==> src/mp0_consts.vh <==
// Purpose: constants for the port 0 media pin block
// Assumes: ref_clk at 100 MHz
// Notes: definitions only
`ifndef MP0_CONSTS_VH
`define MP0_CONSTS_VH
// ****************************************
// port modes
// ****************************************
`define MP0_MODE_MII 2'h0
`define MP0_MODE_GMII 2'h1
`define MP0_MODE_TBI 2'h2
// ****************************************
// timing
// ****************************************
`define MP0_REF_CLK_KHZ 100000
`define MP0_GTX_CLK_KHZ 125000
`define MP0_GTX_HALF_RAW (`MP0_REF_CLK_KHZ / (2 * `MP0_GTX_CLK_KHZ))
`define MP0_GTX_HALF_CYC ((`MP0_GTX_HALF_RAW < 1) ? 1 : `MP0_GTX_HALF_RAW)
`define MP0_EDGE_ARM_CYC 2'h3
// ****************************************
// codes and reset values
// ****************************************
`define MP0_FALSE_CARRIER_GMII 8'h0e
`define MP0_FALSE_CARRIER_MII 4'he
`define MP0_SYNC_WIDTH 16
`define MP0_WORD_RESET 10'h000
`endif

==> src/mp0_port.v <==
// Purpose: media-side pin logic of packet port 0 (MII, GMII, ten-bit)
// Assumes: mode is static while frames run; pins are sampled by ref_clk
// Notes: gigabit clock is a divider of ref_clk
//
// Behaviour
// - ten-bit mode: capture a code group on each rising edge of either clock
// - MII/GMII: receive data sampled on rising receive clock; MII bits 3:0 only
// - ten-bit mode: receive-valid pin is code bit 8, receive-error pin bit 9
// - receive-error with valid is an error; without valid plus data is false carrier
// - carrier sense is asynchronous; in ten-bit mode it is signal present
// - MII launches on PHY transmit clock, bits 3:0; others on own gigabit clock
// - transmit enable rises with first preamble and holds to the last byte
// - transmit error with enable high forces an invalid symbol in the frame
// - ten-bit mode: enable pin carries code bit 8, error pin bit 9
// - GMII and ten-bit modes drive a gigabit transmit clock out
// - only this port offers the gigabit GMII and ten-bit modes
`include "mp0_consts.vh"
module mp0_port #(
  parameter GTX_HALF = `MP0_GTX_HALF_CYC
) (
  input wire ref_clk,
  input wire rst_n,
  input wire [1:0] port_mode,
  input wire port0_phy_rx_clock,
  input wire port0_tbi_rx_clock_a,
  input wire port0_tbi_rx_clock_b,
  input wire port0_collision_in,
  input wire [7:0] port0_receive_word,
  input wire port0_receive_valid,
  input wire port0_receive_error,
  input wire port0_carrier_sense,
  input wire port0_phy_tx_clock,
  output wire [7:0] port0_transmit_word,
  output wire port0_transmit_enable,
  output wire port0_transmit_error,
  output wire port0_gigabit_tx_clock_out,
  input wire [9:0] tx_word,
  input wire tx_frame,
  input wire tx_bad,
  output wire tx_taken,
  output wire [9:0] rx_word,
  output wire rx_strobe,
  output wire rx_valid,
  output wire rx_error,
  output wire rx_false_carrier,
  output wire carrier_present,
  output wire collision_seen
);
  // ****************************************
  // reset release
  // ****************************************
  reg rst_meta_q;
  reg rst_sync_q;
  wire rst_int_n;
  always @(posedge ref_clk or negedge rst_n) begin
    if (!rst_n) begin
      rst_meta_q <= 1'b0;
      rst_sync_q <= 1'b0;
    end else begin
      rst_meta_q <= 1'b1;
      rst_sync_q <= rst_meta_q;
    end
  end
  assign rst_int_n = rst_sync_q;

  // ****************************************
  // pin synchronisers
  // ****************************************
  wire [15:0] pins_raw;
  wire [15:0] pins_s;
  assign pins_raw = {port0_phy_tx_clock, port0_carrier_sense, port0_receive_error, port0_receive_valid,
    port0_receive_word, port0_collision_in, port0_tbi_rx_clock_b, port0_tbi_rx_clock_a,
    port0_phy_rx_clock};
  mp0_sync #(
    .WIDTH(`MP0_SYNC_WIDTH)
  ) u_sync (
    .clk(ref_clk),
    .rst_n(rst_int_n),
    .async_in(pins_raw),
    .sync_out(pins_s)
  );
  wire rxc_s = pins_s[0];
  wire rca_s = pins_s[1];
  wire rcb_s = pins_s[2];
  wire col_s = pins_s[3];
  wire [7:0] rxd_s = pins_s[11:4];
  wire rxdv_s = pins_s[12];
  wire rxer_s = pins_s[13];
  wire crs_s = pins_s[14];
  wire txc_s = pins_s[15];

  // ****************************************
  // helpers
  // ****************************************
  function rise;
    input prev;
    input cur;
    begin
      rise = cur & ~prev;
    end
  endfunction

  function [7:0] lane;
    input narrow;
    input [7:0] d;
    begin
      lane = narrow ? {4'h0, d[3:0]} : d;
    end
  endfunction

  function fc_match;
    input wide;
    input [7:0] d;
    begin
      fc_match = wide ? (d == `MP0_FALSE_CARRIER_GMII) : (d[3:0] == `MP0_FALSE_CARRIER_MII);
    end
  endfunction

  wire is_tbi = (port_mode == `MP0_MODE_TBI);
  wire is_gmii = (port_mode == `MP0_MODE_GMII);
  wire is_mii = ~is_tbi & ~is_gmii;

  // ****************************************
  // clock edge detection
  // ****************************************
  reg rxc_prev_q;
  reg rca_prev_q;
  reg rcb_prev_q;
  reg txc_prev_q;
  always @(posedge ref_clk or negedge rst_int_n) begin
    if (!rst_int_n) begin
      rxc_prev_q <= 1'b0;
      rca_prev_q <= 1'b0;
      rcb_prev_q <= 1'b0;
      txc_prev_q <= 1'b0;
    end else begin
      rxc_prev_q <= rxc_s;
      rca_prev_q <= rca_s;
      rcb_prev_q <= rcb_s;
      txc_prev_q <= txc_s;
    end
  end
  reg [1:0] arm_cnt_q;
  wire edges_armed = (arm_cnt_q == `MP0_EDGE_ARM_CYC);
  always @(posedge ref_clk or negedge rst_int_n) begin
    if (!rst_int_n) begin
      arm_cnt_q <= 2'h0;
    end else if (!edges_armed) begin
      arm_cnt_q <= arm_cnt_q + 2'h1;
    end
  end
  wire rxc_rise = rise(rxc_prev_q, rxc_s) & edges_armed;
  wire tbi_rise = (rise(rca_prev_q, rca_s) | rise(rcb_prev_q, rcb_s)) & edges_armed;
  wire txc_rise = rise(txc_prev_q, txc_s) & edges_armed;

  // ****************************************
  // receive path
  // ****************************************
  reg [9:0] rx_word_q;
  reg rx_strobe_q;
  reg rx_valid_q;
  reg rx_error_q;
  reg rx_fc_q;
  reg [9:0] rx_word_d;
  reg rx_strobe_d;
  reg rx_valid_d;
  reg rx_error_d;
  reg rx_fc_d;
  wire fc_code = fc_match(is_gmii, rxd_s);
  always @* begin
    rx_word_d = rx_word_q;
    rx_strobe_d = 1'b0;
    rx_valid_d = rx_valid_q;
    rx_error_d = rx_error_q;
    rx_fc_d = rx_fc_q;
    if (is_tbi) begin
      if (tbi_rise) begin
        rx_word_d = {rxer_s, rxdv_s, rxd_s};
        rx_strobe_d = 1'b1;
        rx_valid_d = 1'b1;
        rx_error_d = 1'b0;
        rx_fc_d = 1'b0;
      end
    end else if (rxc_rise) begin
      rx_word_d = {2'h0, lane(~is_gmii, rxd_s)};
      rx_strobe_d = 1'b1;
      rx_valid_d = rxdv_s;
      rx_error_d = rxer_s & rxdv_s;
      rx_fc_d = rxer_s & ~rxdv_s & fc_code;
    end
  end
  always @(posedge ref_clk or negedge rst_int_n) begin
    if (!rst_int_n) begin
      rx_word_q <= `MP0_WORD_RESET;
      rx_strobe_q <= 1'b0;
      rx_valid_q <= 1'b0;
      rx_error_q <= 1'b0;
      rx_fc_q <= 1'b0;
    end else begin
      rx_word_q <= rx_word_d;
      rx_strobe_q <= rx_strobe_d;
      rx_valid_q <= rx_valid_d;
      rx_error_q <= rx_error_d;
      rx_fc_q <= rx_fc_d;
    end
  end

  // ****************************************
  // carrier and collision
  // ****************************************
  reg crs_q;
  reg col_q;
  always @(posedge ref_clk or negedge rst_int_n) begin
    if (!rst_int_n) begin
      crs_q <= 1'b0;
      col_q <= 1'b0;
    end else begin
      crs_q <= crs_s;
      col_q <= col_s & ~is_tbi;
    end
  end

  // ****************************************
  // gigabit transmit clock
  // ****************************************
  reg [7:0] gtx_cnt_q;
  reg gtx_q;
  wire gtx_flip = (gtx_cnt_q == GTX_HALF[7:0] - 8'h01);
  wire gtx_launch = gtx_flip & ~gtx_q & ~is_mii;
  always @(posedge ref_clk or negedge rst_int_n) begin
    if (!rst_int_n) begin
      gtx_cnt_q <= 8'h00;
      gtx_q <= 1'b0;
    end else if (is_mii) begin
      gtx_cnt_q <= 8'h00;
      gtx_q <= 1'b0;
    end else if (gtx_flip) begin
      gtx_cnt_q <= 8'h00;
      gtx_q <= ~gtx_q;
    end else begin
      gtx_cnt_q <= gtx_cnt_q + 8'h01;
    end
  end

  // ****************************************
  // transmit path
  // ****************************************
  reg [7:0] txd_q;
  reg txen_q;
  reg txer_q;
  reg taken_q;
  reg [7:0] txd_d;
  reg txen_d;
  reg txer_d;
  wire tx_launch = is_mii ? txc_rise : gtx_launch;
  always @* begin
    txd_d = txd_q;
    txen_d = txen_q;
    txer_d = txer_q;
    if (tx_launch) begin
      if (is_tbi) begin
        txd_d = tx_word[7:0];
        txen_d = tx_word[8];
        txer_d = tx_word[9];
      end else begin
        txd_d = lane(is_mii, tx_word[7:0]);
        txen_d = tx_frame;
        txer_d = tx_bad & tx_frame;
      end
    end
  end
  always @(posedge ref_clk or negedge rst_int_n) begin
    if (!rst_int_n) begin
      txd_q <= 8'h00;
      txen_q <= 1'b0;
      txer_q <= 1'b0;
      taken_q <= 1'b0;
    end else begin
      taken_q <= tx_launch & (tx_frame | is_tbi);
      txd_q <= txd_d;
      txen_q <= txen_d;
      txer_q <= txer_d;
    end
  end

  // ****************************************
  // outputs
  // ****************************************
  assign port0_transmit_word = txd_q;
  assign port0_transmit_enable = txen_q;
  assign port0_transmit_error = txer_q;
  assign port0_gigabit_tx_clock_out = gtx_q;
  assign tx_taken = taken_q;
  assign rx_word = rx_word_q;
  assign rx_strobe = rx_strobe_q;
  assign rx_valid = rx_valid_q;
  assign rx_error = rx_error_q;
  assign rx_false_carrier = rx_fc_q;
  assign carrier_present = crs_q;
  assign collision_seen = col_q;
endmodule // mp0_port

==> src/mp0_sync.v <==
// Purpose: two flip-flop synchroniser for a bundle of pins
// Assumes: each bit is an independent level
// Notes: first stage read only by second stage
module mp0_sync #(
  parameter WIDTH = 16
) (
  input wire clk,
  input wire rst_n,
  input wire [WIDTH-1:0] async_in,
  output wire [WIDTH-1:0] sync_out
);
  reg [WIDTH-1:0] meta_q;
  reg [WIDTH-1:0] sync_q;
  always @(posedge clk or negedge rst_n) begin
    if (!rst_n) begin
      meta_q <= {WIDTH{1'b0}};
      sync_q <= {WIDTH{1'b0}};
    end else begin
      meta_q <= async_in;
      sync_q <= meta_q;
    end
  end
  assign sync_out = sync_q;
endmodule // mp0_sync

==> config.mk <==
export PLATFORM = sky130hd
export DESIGN_NAME = mp0_port
export DESIGN_NICKNAME = d
export VERILOG_FILES = /design/src/mp0_port.v /design/src/mp0_sync.v
export VERILOG_INCLUDE_DIRS = /design/src
export SDC_FILE = /design/constraint.sdc
export NUM_CORES = 1
export LEC_CHECK = 0
export BUFFER_PORTS_ARGS = -buffer_cell sky130_fd_sc_hd__buf_2
export CORE_MARGIN = 2
export CORE_UTILIZATION = 42
export CTS_CLUSTER_SIZE = 14
export DETAILED_ROUTE_END_ITERATION = 12
export GPL_ROUTABILITY_DRIVEN = 0
export GPL_TIMING_DRIVEN = 1
export SYNTH_ARGS = -nofsm -noshare
export SYNTH_HDL_FRONTEND = slang
export SYNTH_SLANG_ARGS = --single-unit
export TNS_END_PERCENT = 30
==> constraint.sdc <==
create_clock -name ref_clk -period 5.32 [get_ports ref_clk]
set_input_delay 0.266 -clock ref_clk [delete_from_list [all_inputs] [get_ports ref_clk]]
set_output_delay 0.266 -clock ref_clk [all_outputs]
set_load 0.02 [all_outputs]
==> impl_metrics.tcl, run 1 <==
set metrics [dict create \
    die_w_microns 84.4 \
    final_cells 336 \
    drt_iter0_drc 95 \
    n_antenna_cell 0 \
    p_sw_uw 335 \
    finalWorstSetupSlack_ps 3100 \
    startpoint "gtx_cnt_q[0]" \
    drv_slew 0 \
    grt_pass1_wl_mm 7.38 \
    cts_tree "done" \
    synth-seq-cells 76 \
    period_share_pct 41.8 \
    io_buffer_count 59 \
    reg2reg_slack_ps 3100 \
    fin_area_sq_mm 0.00331 \
    reg2regPathDepth 6 \
    syn_nets 225 \
    vdd_drop_max_mv 0.198 \
    cp-start-kind "flop" \
    fin_worst_skew_ps 12.2 \
    dpl.hpwl_mm 2.92 \
    pre_cts_ws_ps 2840 \
    synthFlopType "dfrtp_1" \
    synth.distinct_cells 29 \
    rsz0062_at_grt "false" \
    synth_compound_area_share_pct 3.74 \
    end_kind "flop" \
    hold_viol_final 0 \
    drc 0 \
    grt_pass1_vias 1558 \
    htree_levels 3 \
    fillCellCount 566 \
    antenna_found_initial 0 \
    rows 29 \
    grt_usage_pct 13.3 \
    yosys.area_share.simple_pct 7.38 \
    synth_edf_count 0 \
    initial_core_util_pct 43.0 \
    reg2reg_to "port0_transmit_enable" \
    endpoint "port0_transmit_enable" \
    syn_area_sq_mm 0.00271 \
    setup_tns_ps 0 \
    avgSynthCellArea_sq_um 14.4 \
    drt_wl_total_mm 4.32 \
    wl_per_cell_microns 12.9 \
    ys_seq_area_share_pct 70.1 \
    layout_min_cycle_time_ps 2220 \
    area_growth_pct 21.9 \
    synthAdderAreaFrac_pct 2.31 \
    worst-slew-pin-transition_ps 950 \
    worstPathMaxFanout 7 \
    p_int_uw 931 \
    combPwrFrac_pct 13.0 \
    ios 60 \
    async_flop_share_pct 100 \
    cts.path.max_buffers 2 \
    max_cap_violations 0 \
    ctsResizeCount 0 \
    die_y_microns 84.4 \
    clkSlewWorstSetupHoldPaths_ps 80 \
    dieArea_sq_mm 0.00712 \
    setup_viol 0 \
    yosys_warnings 0 \
    cp_common_cell "mux2_4" \
    powerDensity_mw_per_mm2 383 \
    synth_xor_area_share_pct 2.26 \
    crit_type "reg2reg" \
    p_seq_share_pct 52.0 \
    grt_overflow 0 \
    syn_inst 188 \
    slowest_stage "or4b_1" \
    drive_gt1_share_pct 35.9 \
    fin_nets 291 \
    switching_share_pct 26.4 \
    cts_root_buffer "clkbuf_8" \
    power_uw 1270 \
    grt_max_degree 75 \
    crit-reg2reg-launch "gtx_cnt_q[0]" \
    insertion_delay_ps 340 \
    vias 1558 \
    drtPass1Iterations 4 \
    hold_path.class "in2reg" \
    p_leak_uw 0.00161 \
    vias_per_cell 4.64 \
    cts.sinks 76 \
    max_slew_margin_pct 36.4 \
    synth_top_family_by_area "multiplexers" \
    cpPeakStageDelay_ps 450 \
    place_area_sq_mm 0.00309 \
    cts_setup_buffers 0 \
    synth_mux_area_share_pct 11.3 \
    status "complete, no violations" \
    crit_chain "inv_1, ha_1, or4b_1, nand2b_1, mux2_4, mux2_4" \
    placedCellCount 319 \
    core_area_sq_mm 0.00631 \
    cp_data_required_time_ps 5540 \
    clock.fmax_mhz 450 \
    cp.arrival_ps 2440 \
    power_frac_clock_pct 34.9 \
    route.antenna.remaining_nets 0 \
    cts_inserted_buffers 9 \
]
layout make-up:
type                    instances  area (sq um)  share of cell area (%)
clock buffers                  10           138                    4.16
clock inverters                 6          71.3                    2.16
multi-input cells              94           741                    22.4
well taps                      77          96.3                    2.91
repair buffers                 60           305                    9.24
flip-flops and latches         76          1910                    57.6
inverters                      13          48.8                    1.48
how the worst min path moves through the flow:
stage	start	endpoint	slack, ps	depth (start not counted)
finish	port0_receive_word[4]	u_sync.meta_q[8]	20	1
global route	port0_receive_word[4]	u_sync.meta_q[8]	0.7	1
CTS	port0_receive_word[4]	u_sync.meta_q[8]	6	1
detailed placement	rst_n	rst_meta_q	50	1
global placement	rst_n	rst_meta_q	50	1
floorplan	rst_n	rst_int_n	-30	0
cells by family (layout without fill, tap and decap cells):
group           after synthesis  in the layout
simple gates                 38             38
flops                        76             76
xor+xnor                      7              7
buf+inv                      18             89
fa+ha+maj                     5              5
mux                          26             26
compound gates               17             17
other cells                   1              1
metal layers:
| metal | routed length [microns] | vias to the layer above | GRT usage [%] |
|---|---|---|---|
| li1 | - | 763 | - |
| met1 | 2040 | 739 | 19.1 |
| met2 | 1930 | 46 | 18.4 |
| met3 | 268 | 10 | 3.64 |
| met4 | 85 | 0 | 7.36 |
| met5 | 0 | - | 0 |
layout by cell type (no fill, tap or decap), types with 6 or more instances in the layout:
cell type  instances
buf_2             59
a21oi_1            6
clkbuf_8          10
mux2i_1           11
nor2_1            11
nand2_1            6
inv_1             13
mux2_2             8
mux2_4             7
dfrtp_1           75
o21ai_0            6
worst max-delay path, delay by kind of cell, from the launching register on:
family                   cells  cell delay, ps
multiplexers                 2             710
buffers and inverters        1              80
flip-flops                   1             440
adder cells (fa/ha/maj)      1             130
AND/OR/NAND/NOR              2             750
stage by stage:
stage / utilization [%] / hold WS, ps
floorplan: - / -29.6
detailed placement: 48.9 / 54.5
CTS: 52.4 / 6.19
global route: 52.4 / 0.714
finish: 52.4 / 23.8
global placement: 48.9 / 51.5
flip-flops by register name (all words and copies together) (netlist names):
| signal | flops |
|---|---|
| rca_prev_q | 1 |
| u_sync.sync_out | 16 |
| port0_transmit_word | 8 |
| gtx_cnt_q | 8 |
| arm_cnt_q | 2 |
| u_sync.meta_q | 16 |
| rx_word | 10 |
| rst_int_n | 1 |
| carrier_present | 1 |
| tx_taken | 1 |
| rx_false_carrier | 1 |
| collision_seen | 1 |
| rst_meta_q | 1 |
| txc_prev_q | 1 |
| rcb_prev_q | 1 |
| rx_error | 1 |
| rxc_prev_q | 1 |
| rx_strobe | 1 |
| rx_valid | 1 |
| port0_transmit_enable | 1 |
| port0_transmit_error | 1 |
| port0_gigabit_tx_clock_out | 1 |
power groups by stage:
stage / clock (uW) / sequential, uW / combinational, uW
final: 442 / 659 / 165
after global routing: 484 / 668 / 179
after CTS: 458 / 660 / 168
after detailed placement: 0 / 671 / 167
after global placement: 0 / 670 / 165
after floorplan: 0 / 708 / 67.6
cells in the mapped netlist, types with 5 or more instances:
cell type	count	area share, %
nand2_1	6	0.83
a21oi_1	6	1.1
nor2_1	11	1.5
ha_1	5	2.3
mux2_2	8	3.3
inv_1	13	1.8
xor2_1	5	1.6
o21ai_0	6	1.1
mux2_4	7	3.9
dfrtp_1	76	70
mux2i_1	11	4.1
nand3_1	5	0.92
what timing repair did:
action                     CTS  global route
hold endpoints to repair     2             0
hold buffers                 1             0
setup endpoints to repair    0             0
Note: power is estimated with default switching activity, not from simulation.
==> inputs of run 2 (changes only) <==
Settings changed: PLACE_DENSITY set to 0.67.
Clock period 5.32 ns to 1.9 ns, I/O delays scaled along.
==> run 2 against run 1 <==
  * The run now ends with negative setup slack left
  * Design area is 8.5% higher
  * Combinational power rose to 3.3 times the previous value
  * Largest cell class unchanged
  * Critical path type unchanged
  * Clock power increased by 150%
  * Final cell count rose by 8.9%
  * Count of clock-buffer cells in the layout rose by 1
==> impl_metrics.tcl, run 2 (synthesis gave the netlist of run 1 again) <==
set metrics [dict create \
    status "finished with violations" \
    failed_checks "negative setup slack" \
    setup_viol 6 \
    drt_iter0_drc 96 \
    initial_core_util_pct 43.0 \
    n_antenna_cell 0 \
    rows 29 \
    cp_top_family "multiplexers" \
    vdd_drop_max_mv 0.608 \
    area_growth_pct 32.2 \
    rsz0062_at_grt "true" \
    io_buffer_count 59 \
    place_area_sq_mm 0.00317 \
    crit_type "reg2reg" \
    hold_viol_final 0 \
    clock.fmax_mhz 516 \
    placedCellCount 328 \
    cp-start-kind "flop" \
    die_w_microns 84.4 \
    powerDensity_mw_per_mm2 964 \
    end_kind "flop" \
    vias 1728 \
    fin_nets 321 \
    crit-reg2reg-launch "gtx_cnt_q[0]" \
    drtPass1Iterations 4 \
    worstPathMaxFanout 7 \
    grt_pass1_wl_mm 8.13 \
    worst-slew-pin-transition_ps 488 \
    cts.path.max_buffers 2 \
    mostFrequentLayoutCells "dfrtp_1 (75), buf_2 (59), dlygate4sd3_1 (22)" \
    wl_per_cell_microns 12.8 \
    cp_data_required_time_ps 2120 \
    layout_min_cycle_time_ps 1940 \
    dieArea_sq_mm 0.00712 \
    grt_usage_pct 14.9 \
    cp_common_cell "mux2_4" \
    cts_tree "done" \
    p_leak_uw 0.00175 \
    max_cap_violations 0 \
    period_share_pct 102 \
    grt_max_degree 49 \
    insertion_delay_ps 330 \
    drt_wl_total_mm 4.70 \
    hold_path.class "in2async" \
    max_slew_margin_pct 67.1 \
    route.antenna.remaining_nets 0 \
    power_uw 3460 \
    cp_num_buf_inv 1 \
    final_cells 366 \
    fin_area_sq_mm 0.00359 \
    cpPeakStageDelay_ps 450 \
    dpl.hpwl_mm 3.09 \
    utilization_pct 56.8 \
    drv_slew 0 \
    antenna_found_initial 0 \
    reg2reg_slack_ps -40 \
    drc 0 \
    core_area_sq_mm 0.00631 \
    clkSlewWorstSetupHoldPaths_ps 80 \
    grt_overflow 0 \
    grt_pass1_vias 1771 \
    htree_levels 3 \
    final_common_cell "dfrtp_1" \
    cp.arrival_ps 2160 \
    finalWorstSetupSlack_ps -39.3 \
    die_y_microns 84.4 \
    crit_chain "inv_1, ha_1, or4b_4, nand2b_4, mux2_4, mux2_4" \
    vias_per_cell 4.72 \
    cts.sinks 76 \
    ios 60 \
    slowest_stage "or4b_4" \
    fin_worst_skew_ps 5.03 \
    reg2reg_to "port0_transmit_word[2]" \
    reg2regPathDepth 6 \
    cts_root_buffer "clkbuf_8" \
    drive_gt1_share_pct 36.0 \
    cts_inserted_buffers 9 \
]
## run 2: routing by layer
| layer | share of wire, % | global-route usage, % | wire [microns] | vias to the layer above |
|---|---|---|---|---|
| li1 | - | - | - | 822 |
| met1 | 47 | 20.6 | 2220 | 851 |
| met2 | 46 | 21.9 | 2160 | 46 |
| met3 | 4.7 | 3.54 | 221 | 9 |
| met4 | 2.0 | 8.23 | 95 | 0 |
| met5 | 0 | 0 | 0 | - |
## run 2: area by class of cell
| class | count | area (sq um) |
|---|---|---|
| fillers | 522 | 2730 |
| flip-flops and latches | 76 | 1910 |
| multi-input cells | 94 | 762 |
| repair buffers | 90 | 596 |
| clock buffers | 11 | 141 |
| well taps | 77 | 96.3 |
| inverters | 13 | 48.8 |
| clock inverters | 5 | 37.5 |
## run 2: worst max-delay path by stage
| stage | startpoint | to | cells past startpoint |
|---|---|---|---|
| floorplan | gtx_cnt_q[0] | port0_transmit_enable | 7 |
| global placement | gtx_cnt_q[0] | gtx_cnt_q[2] | 6 |
| detailed placement | gtx_cnt_q[0] | gtx_cnt_q[6] | 6 |
| CTS | gtx_cnt_q[0] | gtx_cnt_q[5] | 6 |
| global route | gtx_cnt_q[1] | port0_transmit_error | 6 |
| finish | gtx_cnt_q[0] | port0_transmit_word[2] | 6 |
## run 2: per-stage QoR
stage | setup TNS [ps] | worst slack [ps] | hold WS (ps)
after floorplan | -872 | -133 | -201
after global placement | -179 | -32.8 | -120
after detailed placement | -595 | -70.5 | -116
after CTS | -560 | -51.6 | 40.9
after global routing | -612 | -107 | 69.0
final | -201 | -39.3 | 66.2
## run 2: power by group
part           switching [uW]  internal [uW]
clock network             581            512
logic                     286            251
registers                75.8           1750
## run 2: what timing repair did
item | CTS | global route
endpoints found under the setup margin | 13 | 14
hold endpoints to repair | 23 | 0
setup buffers | 0 | 0
gates resized for setup | 2 | 3
hold buffers | 22 | 0
## run 2: worst register-to-register path, delay by kind of cell, from the launching register on
kind	cells	cell delay, ps
muxes	2	660
and+or+nand+nor	2	600
DFF	1	380
adders and majority gates	1	130
buffers and inverters	1	60
